`src/touch_seq_pkg.sv`:
```
/*
 * Shared constants and types of the touch acquisition sequencer.
 * Assumes a 20 MHz sequencer clock; delay fields arrive already in clock cycles.
 */
package touch_seq_pkg;
   // ----------------------------------------------------------------
   // Timing
   // ----------------------------------------------------------------
   localparam int CLK_PERIOD_NS = 50;
   localparam int POWERUP_NS    = 100000;
   localparam int POWERUP_CYC   = (POWERUP_NS + CLK_PERIOD_NS - 1) / CLK_PERIOD_NS;
   localparam int RATE_UNIT_NS  = 100000;
   localparam int RATE_UNIT_CYC = RATE_UNIT_NS / CLK_PERIOD_NS;

   // ----------------------------------------------------------------
   // Widths and codes
   // ----------------------------------------------------------------
   localparam int         NUM_CH        = 5;
   localparam int         CHAN_W        = 3;
   localparam int         DLY_W         = 16;
   localparam int         RATE_W        = 4;
   localparam int         FILT_W        = 3;
   localparam int         FILT_MAX      = 7;
   localparam logic [2:0] SEQUENCE_CODE = 3'h7;

   // ----------------------------------------------------------------
   // Status register layout and reset values
   // ----------------------------------------------------------------
   localparam int   STAT_CONV_BIT  = 7;
   localparam int   STAT_TOUCH_BIT = 6;
   localparam int   STAT_RESET_BIT = 5;
   localparam logic RESET_EVT_RST  = 1'b1;

   typedef enum logic [1:0] {
      MODE_MANUAL_AUTO = 2'h0,
      MODE_TOUCH_DET   = 2'h1,
      MODE_TOUCH_TRIG  = 2'h2
   } op_mode_e;

   typedef enum logic [1:0] {
      AUX_OFF  = 2'h0,
      AUX_RISE = 2'h1,
      AUX_FALL = 2'h2,
      AUX_BOTH = 2'h3
   } aux_mode_e;

   typedef enum logic [3:0] {
      S_IDLE = 4'b0001,
      S_BIAS = 4'b0010,
      S_CONV = 4'b0100,
      S_FILT = 4'b1000
   } seq_state_e;
endpackage
```
`src/pin_sync_edge.sv`:
```
/*
 * Two-stage synchroniser with edge detection for one asynchronous pin.
 * Assumes the pin is slower than half the sampling clock.
 */
module pin_sync_edge
(
   // Clock and reset
   input  wire logic i_mclk,
   input  wire logic i_rst,
   input  wire logic i_ce,
   // Pin and results
   input  wire logic i_pin,
   output logic      o_level,
   output logic      o_rise,
   output logic      o_fall
);
   logic meta_r;
   logic sync_r;
   logic prev_r;
   logic meta_nxt;
   logic sync_nxt;
   logic prev_nxt;

   always_comb
   begin
      meta_nxt = i_pin;
      sync_nxt = meta_r;
      prev_nxt = sync_r;
   end

   always_ff @(posedge i_mclk)
   begin
      if (i_rst)
      begin
         meta_r <= 1'b0;
         sync_r <= 1'b0;
         prev_r <= 1'b0;
      end
      else if (i_ce)
      begin
         meta_r <= meta_nxt;
         sync_r <= sync_nxt;
         prev_r <= prev_nxt;
      end
   end

   // Only the second and third stages feed logic
   assign o_level = sync_r;
   assign o_rise  = sync_r & ~prev_r;
   assign o_fall  = ~sync_r & prev_r;
endmodule

```
`src/touch_acquisition_sequencer.sv`:
```
/*
 * Acquisition sequencer and alert logic of a resistive touch controller.
 * Assumes the serial front end decodes host traffic into one-cycle strobes
 * on this clock; touch and aux pins are asynchronous.
 */
// Functional notes
// - Automatic cycle: touch detect, bias settle, then every selected channel converted.
// - Touch-detect-only mode: touch sets touch flag bit 6 and asserts alert.
// - Touch-detect-only mode: status read clears touch flag and releases alert.
// - Touch-triggered mode idles until touch, then converts and alerts.
// - Without any configuration write since reset, manual mode applies.
// - Single conversion takes channel from 3-bit command channel field.
// - Sequence code converts mask-enabled channels from most to least significant.
// - Mask bit one converts the channel, zero skips to next enabled one.
// - Averaging runs up to 7 conversions per channel with filter settle between.
// - Aux trigger mode nonzero: selected aux edge starts conversions.
// - Aux edge starts bias settling first; acquisition follows after it.
// - Alert held low during power-up and reset, released afterwards.
// - Conversion completion sets done flag bit 7 and alert together.
// - Host reading all data clears done flag and releases alert together.
// - Alert is open drain: only driven low, released to pull-up.
// - No new conversion starts while alert is asserted.
// - Automatic mode with gating set alerts only on touch; else marks untouched invalid.
// - Convert command biases, waits bias settle, converts; select only biases.
// - Sample interval zero means manual, nonzero automatic; host exits touch modes.
module touch_acquisition_sequencer
   import touch_seq_pkg::*;
#(
   parameter int POWERUP_CYCLES = POWERUP_CYC,
   parameter int RATE_CYCLES    = RATE_UNIT_CYC
)
(
   // Clock, reset, enable
   input  wire logic                i_mclk,
   input  wire logic                i_rst,
   input  wire logic                i_ce,
   // Configuration, captured on i_cfg_write
   input  wire logic                i_cfg_write,
   input  wire logic [1:0]          i_op_mode,
   input  wire logic [RATE_W-1:0]   i_rate,
   input  wire logic [NUM_CH-1:0]   i_chan_mask,
   input  wire logic [DLY_W-1:0]    i_bias_settle_delay,
   input  wire logic [DLY_W-1:0]    i_filter_settle_delay,
   input  wire logic [FILT_W-1:0]   i_filt_count,
   input  wire logic                i_touch_gated_interrupt,
   input  wire logic [1:0]          i_aux_trigger_mode,
   // Manual commands
   input  wire logic                i_cmd_valid,
   input  wire logic                i_cmd_convert,
   input  wire logic [CHAN_W-1:0]   i_cmd_chan,
   // Host read strobes
   input  wire logic                i_status_read,
   input  wire logic                i_data_read_done,
   // Analog side and pins
   input  wire logic                i_touch_pin,
   input  wire logic                i_aux_pin,
   input  wire logic                i_adc_done,
   // Alert pin, open drain
   output logic                     o_host_alert_n_o,
   output logic                     o_host_alert_n_oe,
   // Status and converter control
   output logic [7:0]               o_status,
   output logic                     o_bias_en,
   output logic                     o_conv_start,
   output logic [CHAN_W-1:0]        o_conv_chan,
   output logic                     o_data_valid,
   output logic                     o_busy
);
   localparam int PWR_W  = $clog2(POWERUP_CYCLES + 1);
   localparam int RCNT_W = $clog2(RATE_CYCLES * 15 + 1);

   // ----------------------------------------------------------------
   // Pin synchronisers
   // ----------------------------------------------------------------
   logic touch_lvl;
   logic touch_rise;
   logic aux_rise;
   logic aux_fall;

   pin_sync_edge u_touch_sync (
      .i_mclk  (i_mclk),
      .i_rst   (i_rst),
      .i_ce    (i_ce),
      .i_pin   (i_touch_pin),
      .o_level (touch_lvl),
      .o_rise  (touch_rise),
      .o_fall  ()
   );

   pin_sync_edge u_aux_sync (
      .i_mclk  (i_mclk),
      .i_rst   (i_rst),
      .i_ce    (i_ce),
      .i_pin   (i_aux_pin),
      .o_level (),
      .o_rise  (aux_rise),
      .o_fall  (aux_fall)
   );

   // ----------------------------------------------------------------
   // Highest enabled channel strictly below a bound; bit 3 = found
   // ----------------------------------------------------------------
   function automatic logic [3:0] pick_chan(input logic [NUM_CH-1:0] m, input int below);
      logic [3:0] r;
      r = 4'h0;
      for (int i = 0; i < NUM_CH; i++)
         if (m[i] && i < below)
            r = {1'b1, CHAN_W'(i)};
      return r;
   endfunction

   // ----------------------------------------------------------------
   // State
   // ----------------------------------------------------------------
   seq_state_e         state_r,    state_nxt;
   op_mode_e           mode_r,     mode_nxt;
   aux_mode_e          aux_r,      aux_nxt;
   logic [RATE_W-1:0]  rate_r,     rate_nxt;
   logic [NUM_CH-1:0]  mask_r,     mask_nxt;
   logic [DLY_W-1:0]   bdly_r,     bdly_nxt;
   logic [DLY_W-1:0]   fdly_r,     fdly_nxt;
   logic [FILT_W-1:0]  filt_n_r,   filt_n_nxt;
   logic               gated_r,    gated_nxt;
   logic               cfg_seen_r, cfg_seen_nxt;
   logic [CHAN_W-1:0]  cmd_chan_r, cmd_chan_nxt;
   logic [CHAN_W-1:0]  chan_r,     chan_nxt;
   logic               seq_r,      seq_nxt;
   logic [DLY_W-1:0]   dly_r,      dly_nxt;
   logic [FILT_W-1:0]  filt_cnt_r, filt_cnt_nxt;
   logic [RCNT_W-1:0]  rate_cnt_r, rate_cnt_nxt;
   logic [PWR_W-1:0]   pwr_cnt_r,  pwr_cnt_nxt;
   logic               touched_r,  touched_nxt;
   logic               conv_fl_r,  conv_fl_nxt;
   logic               touch_fl_r, touch_fl_nxt;
   logic               rst_evt_r,  rst_evt_nxt;
   logic               bias_r,     bias_nxt;
   logic               start_r,    start_nxt;
   logic               valid_r,    valid_nxt;
   logic               oe_r,       oe_nxt;
   logic               go;
   logic               go_seq;
   logic [CHAN_W-1:0]  go_chan;
   logic               done_evt;
   logic               aux_hit;
   logic [3:0]         pick;
   logic [FILT_W-1:0]  filt_eff;
   logic               auto_mode;

   assign auto_mode = (mode_r == MODE_MANUAL_AUTO) && (rate_r != '0);
   assign filt_eff  = (filt_n_r == '0) ? FILT_W'(1) : filt_n_r;
   assign aux_hit   = (aux_r == AUX_RISE && aux_rise) || (aux_r == AUX_FALL && aux_fall)
                    || (aux_r == AUX_BOTH && (aux_rise || aux_fall));

   always_comb
   begin
      state_nxt    = state_r;
      mode_nxt     = mode_r;
      aux_nxt      = aux_r;
      rate_nxt     = rate_r;
      mask_nxt     = mask_r;
      bdly_nxt     = bdly_r;
      fdly_nxt     = fdly_r;
      filt_n_nxt   = filt_n_r;
      gated_nxt    = gated_r;
      cfg_seen_nxt = cfg_seen_r;
      cmd_chan_nxt = cmd_chan_r;
      chan_nxt     = chan_r;
      seq_nxt      = seq_r;
      dly_nxt      = dly_r;
      filt_cnt_nxt = filt_cnt_r;
      rate_cnt_nxt = rate_cnt_r;
      pwr_cnt_nxt  = pwr_cnt_r;
      touched_nxt  = touched_r;
      conv_fl_nxt  = conv_fl_r;
      touch_fl_nxt = touch_fl_r;
      rst_evt_nxt  = rst_evt_r;
      bias_nxt     = bias_r;
      valid_nxt    = valid_r;
      start_nxt    = 1'b0;
      go           = 1'b0;
      go_seq       = 1'b0;
      go_chan      = cmd_chan_r;
      done_evt     = 1'b0;
      pick         = 4'h0;

      // Registers keep manual mode until the host writes a configuration
      if (i_cfg_write)
      begin
         mode_nxt     = op_mode_e'(i_op_mode);
         aux_nxt      = aux_mode_e'(i_aux_trigger_mode);
         rate_nxt     = i_rate;
         mask_nxt     = i_chan_mask;
         bdly_nxt     = i_bias_settle_delay;
         fdly_nxt     = i_filter_settle_delay;
         filt_n_nxt   = i_filt_count;
         gated_nxt    = i_touch_gated_interrupt;
         cfg_seen_nxt = 1'b1;
      end
      if (pwr_cnt_r != '0)
         pwr_cnt_nxt = pwr_cnt_r - PWR_W'(1);
      if (auto_mode && rate_cnt_r != '0)
         rate_cnt_nxt = rate_cnt_r - RCNT_W'(1);

      unique case (state_r)
         S_IDLE:
         begin
            if (oe_r)
            begin
               if (aux_r != AUX_OFF)
               begin
                  go     = aux_hit;
                  go_seq = (cmd_chan_r == SEQUENCE_CODE);
               end
               else if (mode_r == MODE_TOUCH_TRIG)
               begin
                  go     = touch_lvl;
                  go_seq = 1'b1;
               end
               else if (auto_mode && rate_cnt_r == '0)
               begin
                  // Touch detection opens every automatic cycle
                  rate_cnt_nxt = RCNT_W'(rate_r * RATE_CYCLES);
                  touched_nxt  = touch_lvl;
                  go           = touch_lvl || !gated_r;
                  go_seq       = 1'b1;
               end
               else if (mode_r == MODE_MANUAL_AUTO && !auto_mode && i_cmd_valid)
               begin
                  cmd_chan_nxt = i_cmd_chan;
                  go_chan      = i_cmd_chan;
                  go_seq       = (i_cmd_chan == SEQUENCE_CODE);
                  touched_nxt  = 1'b1;
                  go           = i_cmd_convert;
                  if (!i_cmd_convert && !go_seq)
                  begin
                     chan_nxt = i_cmd_chan;
                     bias_nxt = 1'b1;
                  end
               end
               if (mode_r == MODE_TOUCH_TRIG)
                  touched_nxt = 1'b1;
            end
            if (go)
            begin
               pick = pick_chan(mask_r, NUM_CH);
               if (!go_seq || pick[3])
               begin
                  chan_nxt     = go_seq ? pick[CHAN_W-1:0] : go_chan;
                  seq_nxt      = go_seq;
                  bias_nxt     = 1'b1;
                  dly_nxt      = bdly_r;
                  filt_cnt_nxt = '0;
                  state_nxt    = S_BIAS;
               end
            end
         end
         S_BIAS, S_FILT:
         begin
            if (dly_r == '0)
            begin
               start_nxt    = 1'b1;
               filt_cnt_nxt = filt_cnt_r + FILT_W'(1);
               state_nxt    = S_CONV;
            end
            else
               dly_nxt = dly_r - DLY_W'(1);
         end
         S_CONV:
         begin
            if (i_adc_done)
            begin
               pick = pick_chan(mask_r, int'(chan_r));
               if (filt_cnt_r < filt_eff)
               begin
                  dly_nxt   = fdly_r;
                  state_nxt = S_FILT;
               end
               else if (seq_r && pick[3])
               begin
                  chan_nxt     = pick[CHAN_W-1:0];
                  dly_nxt      = bdly_r;
                  filt_cnt_nxt = '0;
                  state_nxt    = S_BIAS;
               end
               else
               begin
                  // Bias drops as soon as the last conversion ends
                  bias_nxt  = 1'b0;
                  done_evt  = 1'b1;
                  state_nxt = S_IDLE;
               end
            end
         end
         default:
            state_nxt = S_IDLE;
      endcase

      // Set beats a clear arriving in the same cycle
      if (done_evt)
      begin
         conv_fl_nxt = 1'b1;
         valid_nxt   = touched_r;
      end
      else if (i_data_read_done)
         conv_fl_nxt = 1'b0;
      if (mode_r == MODE_TOUCH_DET && touch_rise)
         touch_fl_nxt = 1'b1;
      else if (i_status_read)
         touch_fl_nxt = 1'b0;
      if (i_status_read)
         rst_evt_nxt = 1'b0;
      oe_nxt = !((pwr_cnt_nxt != '0) || conv_fl_nxt || touch_fl_nxt);
   end

   always_ff @(posedge i_mclk)
   begin
      if (i_rst)
      begin
         state_r    <= S_IDLE;
         mode_r     <= MODE_MANUAL_AUTO;
         aux_r      <= AUX_OFF;
         rate_r     <= '0;
         mask_r     <= '0;
         bdly_r     <= '0;
         fdly_r     <= '0;
         filt_n_r   <= '0;
         gated_r    <= 1'b0;
         cfg_seen_r <= 1'b0;
         cmd_chan_r <= '0;
         chan_r     <= '0;
         seq_r      <= 1'b0;
         dly_r      <= '0;
         filt_cnt_r <= '0;
         rate_cnt_r <= '0;
         pwr_cnt_r  <= PWR_W'(POWERUP_CYCLES);
         touched_r  <= 1'b0;
         conv_fl_r  <= 1'b0;
         touch_fl_r <= 1'b0;
         rst_evt_r  <= RESET_EVT_RST;
         bias_r     <= 1'b0;
         start_r    <= 1'b0;
         valid_r    <= 1'b0;
         oe_r       <= 1'b0;
      end
      else if (i_ce)
      begin
         state_r    <= state_nxt;
         mode_r     <= mode_nxt;
         aux_r      <= aux_nxt;
         rate_r     <= rate_nxt;
         mask_r     <= mask_nxt;
         bdly_r     <= bdly_nxt;
         fdly_r     <= fdly_nxt;
         filt_n_r   <= filt_n_nxt;
         gated_r    <= gated_nxt;
         cfg_seen_r <= cfg_seen_nxt;
         cmd_chan_r <= cmd_chan_nxt;
         chan_r     <= chan_nxt;
         seq_r      <= seq_nxt;
         dly_r      <= dly_nxt;
         filt_cnt_r <= filt_cnt_nxt;
         rate_cnt_r <= rate_cnt_nxt;
         pwr_cnt_r  <= pwr_cnt_nxt;
         touched_r  <= touched_nxt;
         conv_fl_r  <= conv_fl_nxt;
         touch_fl_r <= touch_fl_nxt;
         rst_evt_r  <= rst_evt_nxt;
         bias_r     <= bias_nxt;
         start_r    <= start_nxt;
         valid_r    <= valid_nxt;
         oe_r       <= oe_nxt;
      end
   end

   // ----------------------------------------------------------------
   // Outputs
   // ----------------------------------------------------------------
   assign o_host_alert_n_o  = 1'b0;
   assign o_host_alert_n_oe = oe_r;
   assign o_status          = {conv_fl_r, touch_fl_r, rst_evt_r, 5'h00};
   assign o_bias_en         = bias_r;
   assign o_conv_start      = start_r;
   assign o_conv_chan       = chan_r;
   assign o_data_valid      = valid_r;
   assign o_busy            = state_r != S_IDLE;
endmodule

```
`config.mk`:
```
export PLATFORM = sky130hd
export DESIGN_NAME = touch_acquisition_sequencer
export DESIGN_NICKNAME = d
export VERILOG_FILES = /design/src/touch_seq_pkg.sv /design/src/pin_sync_edge.sv /design/src/touch_acquisition_sequencer.sv
export SDC_FILE = /design/constraint.sdc
export NUM_CORES = 1
export LEC_CHECK = 0
export ABC_AREA = 1
export BUFFER_PORTS_ARGS = -buffer_cell sky130_fd_sc_hd__clkbuf_2
export CAP_MARGIN = 20
export CORE_MARGIN = 8
export CORE_UTILIZATION = 50
export DETAILED_ROUTE_END_ITERATION = 8
export MAX_ROUTING_LAYER = met4
export PLACE_DENSITY = 0.76
export SYNTH_ARGS = -nofsm -noshare
export SYNTH_HDL_FRONTEND = slang
export SYNTH_SLANG_ARGS = --single-unit
```
`constraint.sdc`:
```
create_clock -name i_mclk -period 6.1 [get_ports i_mclk]
set_input_delay 1.22 -clock i_mclk [delete_from_list [all_inputs] [get_ports i_mclk]]
set_output_delay 1.22 -clock i_mclk [all_outputs]
set_load 0.02 [all_outputs]
```
After elaboration in Yosys (flattened, before gate mapping)
Cells that the tools add are included.
{"block": "totals", "regBits": 119, "word_cells": 221, "output_inout_bits": 17}
{"block": "op_classes", "add_sub_neg": 4, "eq_ne": 22, "n_bitwise": 6, "reduce_logical": 53, "mux": 99, "multipliers": 1, "n_lt_le_gt_ge": 6}
{"operator": "2-to-1 mux 16 bit", "count": 6}
{"operator": "2-to-1 mux 15 bit", "count": 6}
{"operator": "2-to-1 mux 4 bit", "count": 19}
{"operator": "2-to-1 mux 3 bit", "count": 24}
{"operator": "one-hot mux 16 bit (3 select lines)", "count": 1}
{"operator": "2-to-1 mux 1 bit", "count": 37}
{"operator": "nonzero test 11 bit", "count": 2}
{"operator": "AND reduction 5 bit", "count": 4}
{"operator": "logical AND 1 bit", "count": 16}
{"operator": "zero test 16 bit", "count": 1}
{"operator": "!= test 2 bit (second input constant)", "count": 8}
{"operator": "subtractor 16 x 1 -> 16 bit (second input constant)", "count": 1}
{"operator": "zero test 15 bit", "count": 1}
{"operator": "nonzero test 15 bit", "count": 1}
{"operator": "subtractor 15 x 1 -> 15 bit (second input constant)", "count": 1}
{"operator": "one-hot mux 4 bit (3 select lines)", "count": 1}
{"operator": "multiplier 4 x 7 -> 11 bit (second input constant)", "count": 1}
{"operator": "2-to-1 mux 11 bit", "count": 1}
{"operator": "subtractor 11 x 1 -> 11 bit (second input constant)", "count": 1}
{"operator": "one-hot mux 3 bit (3 select lines)", "count": 1}
{"operator": "AND reduction 2 bit", "count": 4}
{"operator": "AND reduction 8 bit", "count": 1}
{"operator": "logical OR 1 bit", "count": 7}
{"operator": "AND reduction 7 bit", "count": 1}
{"operator": "28 further kinds", "count": 45}

Depth between registers and ports, before layout
{"block": "depth", "ltp_word": 18, "depth_mapped": 16}

Hierarchy
From an unflattened synthesis, not the netlist that was laid out.
{"block": "unflattened", "cells_unflattened": 1062, "hier_area_um2": 7033.0}
{"module": "touch_acquisition_sequencer", "seq_area_each_um2": 2262.2, "cells_each": 1018, "area_each_um2": 6770.2, "instances": 1}
{"module": "pin_sync_edge", "seq_area_each_um2": 60.1, "cells_each": 22, "area_each_um2": 131.4, "instances": 2}

Worst setup path before layout
Ideal clock, no wire load.
{"block": "synth_path", "kind": "register to register", "start": "register rate_r[1]", "end": "register rate_cnt_r[13]", "setup_slack_ns": 3.318, "required_ns": 6.029, "t_arrival_ns": 2.712, "stages_incl_launch_ff": 17, "setup_time_ns": 0.071, "cell_sequence": "dfxtp_1 > fa_1 > inv_1 > fa_1 > inv_1 > ha_1 > inv_1 > nor2_1 > o21ai_0 > nand2_1 > nand2_1 > nand2_1 > nand2_1 > nand2_1 > nand2_1 > nand3_1 > a21oi_1"}
{"block": "synth_via", "elab_chain_len": 9, "word_cells_on_any_way": 11}
{"item": "start: declaration", "line_no": "touch_acquisition_sequencer.sv:118", "text": "logic [RATE_W-1:0] rate_r, rate_nxt;"}
{"item": "start signal: assignment", "line_no": "touch_acquisition_sequencer.sv:350", "text": "rate_r <= rate_nxt;"}
{"item": "parallel branches: the longest is 8 deep, another holds multiplier 4 x 7 -> 11 bit"}
{"item": "2-to-1 mux 15 bit (*)", "line_no": "touch_acquisition_sequencer.sv:204", "text": "unique case (state_r)"}
{"item": "end signal: assignment", "line_no": "touch_acquisition_sequencer.sv:362", "text": "rate_cnt_r <= rate_cnt_nxt;"}
{"item": "end: declaration", "line_no": "touch_acquisition_sequencer.sv:130", "text": "logic [RCNT_W-1:0] rate_cnt_r, rate_cnt_nxt;"}
Every way passes the cells marked *.
A chain may end at the register's enable or synchronous reset.

==> metrics.md <==
| Metric | Value |
|---|---|
| Max Clock Freq | between 0.3 and 0.4 GHz |
| Hold Crit Depth | 2 |
| Tot GR Track Use | 0.211 |
| Post-Syn Instances | 1045 |
| H-Tree Depth | 4 |
| CTS tree | built |
| Via count | about 6.8k |
| Run status | completed |
| DRC | 0 |
| Seq cells post-synth | roughly 120 |
| Yosys warns | 0 |
| Distinct cell type count after synthesis | 45 |
| Max-cap viol count | 0 |
| Leak | 3.73 nW |
| Sw Share | 0.370 |
| Number of core rows | 43 |
| Worst R2R Start | rate_r[1]$_SDFFE_PP0P_ |
| ANT cells | 0 |
| Crit Path Category | in2reg |
| Final wirelength | 17900 microns |
| Part of the power in registers | 0.317 |
| Synth top area cells | dfxtp_1 34%, nand2_1 10%, nor2_1 9.6% |
| Post-Syn Area | approximately 7000 sq um |
| Unrepaired setup endpoints after global routing | no |
| Die height | 134 microns |
| Slew margin rel. | 0.485 |
| CTS Buf Count | 17 |
| Setup TNS | 0 ns |
| Post-DR vias/cell | ~5.2 |
| CP Capture Type | flop |
| Clk Latency, worst-skew pair | 0.43 ns |
| Startpoint types | primary input |
| Antenna-violating nets left | 0 |
| Initial Util | 0.506 |
| Max VDD drop | between 0.0002 and 0.00025 V |
| Post-route minimum period | roughly 3.2 ns |
| CTS max path bufs | 2 |
| PnR worst setup slack | 2.88 ns |
| Total clock sinks | ~120 |
| Yosys top cell by area | dfxtp_1 |
| CP Max Fanout | 28 |
| Initial antenna violation count | 0 |
| GRT overflow | 0 |
| Psw | 1.12 mW |
| Number of post-CTS setup repair buffers | 0 |
| Placer Congestion | between 0.9 and 1 |
| Largest net degree at the start of global routing | 73 |
| Global-route wire length before repair | a little over 30000 microns |
| Hold/Removal Path Class | reg2reg |
| Area delta synth->final | 14.8% |
| I/O Pins | 80 |
| Worst slew pin tran | slightly below 0.8 ns |
| Worst Skew | 0.00894 ns |
| Cell Pwr Density | between 300 and 400 nW/um^2 |
| Final setup vio count | 0 |
| Fillers | 1339 |
| Post-layout nets | about 1.2k |
| # port buffers | 73 |
| Cell internal pwr | approximately 1.9 mW |
| Cts hold-fix bufs | 0 |
| Comb power frac | 0.341 |
| Clk slew on worst S/H paths | roughly 0.060 ns |
| Synth top area share | 0.342 |
| DP HPWL | around 13000 microns |
| Syn_area_per_cell | 6.67 sq um |
| Max-slew violation count | 0 |
| Fraction of layout cells with a size suffix above 1 | 0.118 |
| Drt pass-1 iters | 5 |
| CP Launch Point | i_ce |
| Iter 0 DRT Violations | between 500 and 600 |
| CORE AREA | roughly 14000 sq um |
| Pre-CTS setup slack | 2.46 ns |
| Fin. Hold Viols | 0 |
| Pwr Total | 3.03 mW |
| Reg-to-reg slack, setup | ~3.0 ns |
| Root Buffer | clkbuf_16 |
| Critical Path RT | ~6.5 ns |
| Vias in the first global route | about 6.4k |
| WHS Endpoint | fdly_r[13]$_SDFFE_PP0P_ |
| Post-cts resize count | 0 |
| Finished Core Util | 0.581 |
| Reg2reg path depth | 16 |
| Routed length per instance | roughly 14 microns |
| HP Start | fdly_r[13]$_SDFFE_PP0P_ |
| End of the worst register-to-register path | rate_cnt_r[13]$_SDFFE_PP0P_ |
| Clk pwr share | 0.342 |
| Sequential cell area fraction in the yosys report | 0.342 |
| Fin crit share | 0.528 |
| Die ar. | 18000 sq um |
| Die Wd | approximately 130 microns |
| CP arrival | ~3.6 ns |
==> cell usage after synthesis, drive strengths merged <==
cell	number
a211oi	2
a21oi	83
a31oi	5
buf	16
clkbuf	26
clkinv	3
conb	1
dfxtp	119
fa	7
ha	24
inv	121
nand2	191
nand3	73
nand3b	4
nand4	12
nor2	183
nor3	12
nor3b	1
nor4	2
o211ai	10
o21a	1
o21ai	118
o21bai	2
o221ai	3
o22ai	3
or2	2
xnor2	5
xor2	16
==> stage by stage <==
stage          area (sq um)  cells  hold WS [ns]
6_report               8000   1296         0.451
5_1_grt                8000   1296         0.465
4_1_cts                8000   1296         0.457
3_5_place_dp           7390   1264         0.449
3_3_place_gp           7390   1264         0.440
2_1_floorplan          6990   1050         0.425
==> sequential cells by signal, summed over array words and instances (netlist names), 2 cells and up <==
| name | flops |
|---|---|
| aux_r | 2 |
| state_r | 4 |
| pwr_cnt_r | 11 |
| cmd_chan_r | 3 |
| mask_r | 5 |
| dly_r | 16 |
| mode_r | 2 |
| rate_cnt_r | 15 |
| o_conv_chan | 3 |
| bdly_r | 16 |
| filt_cnt_r | 3 |
| fdly_r | 16 |
| rate_r | 4 |
| filt_n_r | 3 |
==> metal layers <==
metal,up-vias,GRT usage,routed length (microns),share of wire
met5,-,-,0,0
met4,0,0.0930,448,0.025
met3,35,0.0378,768,0.043
met2,148,0.341,8580,0.48
met1,3071,0.254,8130,0.45
li1,3523,-,-,-
==> worst max-delay path: stages <==
cell      delay (ns)
clkbuf_2        0.44
clkinv_1        0.49
buf_4           0.36
nor2_8          0.19
inv_4           0.07
nor4_4          0.40
nand2_1         0.10
o21ai_0         0.12
a21oi_1         0.09
nor2_1          0.08
==> worst max-delay path by stage <==
stage	to	slack, ns	depth (start not counted)
2_1_floorplan	rate_cnt_r[13]$_SDFFE_PP0P_	3.32	16
3_5_place_dp	rate_cnt_r[6]$_SDFFE_PP0P_	2.46	10
6_report	rate_cnt_r[5]$_SDFFE_PP0P_	2.88	10
4_1_cts	rate_cnt_r[5]$_SDFFE_PP0P_	2.85	10
3_3_place_gp	rate_cnt_r[5]$_SDFFE_PP0P_	2.53	10
5_1_grt	rate_cnt_r[4]$_SDFFE_PP0P_	2.54	10
==> layout by cell type (no fill, tap or decap), drive strengths merged, types with 3 or more instances in the layout <==
cell / count
o211ai: 10
nor2: 183
bufinv: 3
clkinv: 8
xnor2: 5
o22ai: 3
clkinvlp: 3
o21ai: 118
inv: 121
a31oi: 5
fa: 7
o221ai: 3
ha: 24
nand3: 73
xor2: 16
nand3b: 4
a21oi: 83
nor3: 12
clkbuf: 94
nand2: 191
conb: 6
buf: 3
nand4: 12
dfxtp: 119
==> cell type report <==
cell class,instances,area (sq um),share of cell area
clock inverters,11,149,0.0186
multi-input cells,765,3920,0.490
clock buffers,21,460,0.0575
flip-flops and latches,119,2380,0.298
repair buffers,76,388,0.0485
inverters,124,473,0.0591
well taps,180,225,0.0281
==> power groups by stage <==
stage / sequential [mW] / combinational, mW / clock (mW)
global placement: 0.970 / 1.01 / 0
CTS: 0.958 / 1.03 / 1.04
floorplan: 0.953 / 0.835 / 0
detailed placement: 0.972 / 1.01 / 0
finish: 0.961 / 1.03 / 1.03
global route: 0.975 / 1.18 / 1.07
==> cell families after synthesis <==
family,after synthesis,share of synthesized area
AND/OR/NAND/NOR,480,0.298
AO/OA/AOI/OAI,227,0.171
buffers and inverters,166,0.0982
flip-flops,119,0.342
adder cells (fa/ha/maj),31,0.0632
XOR/XNOR,21,0.0264
other,1,0.000538
Power figures use the tool's default switching activity.
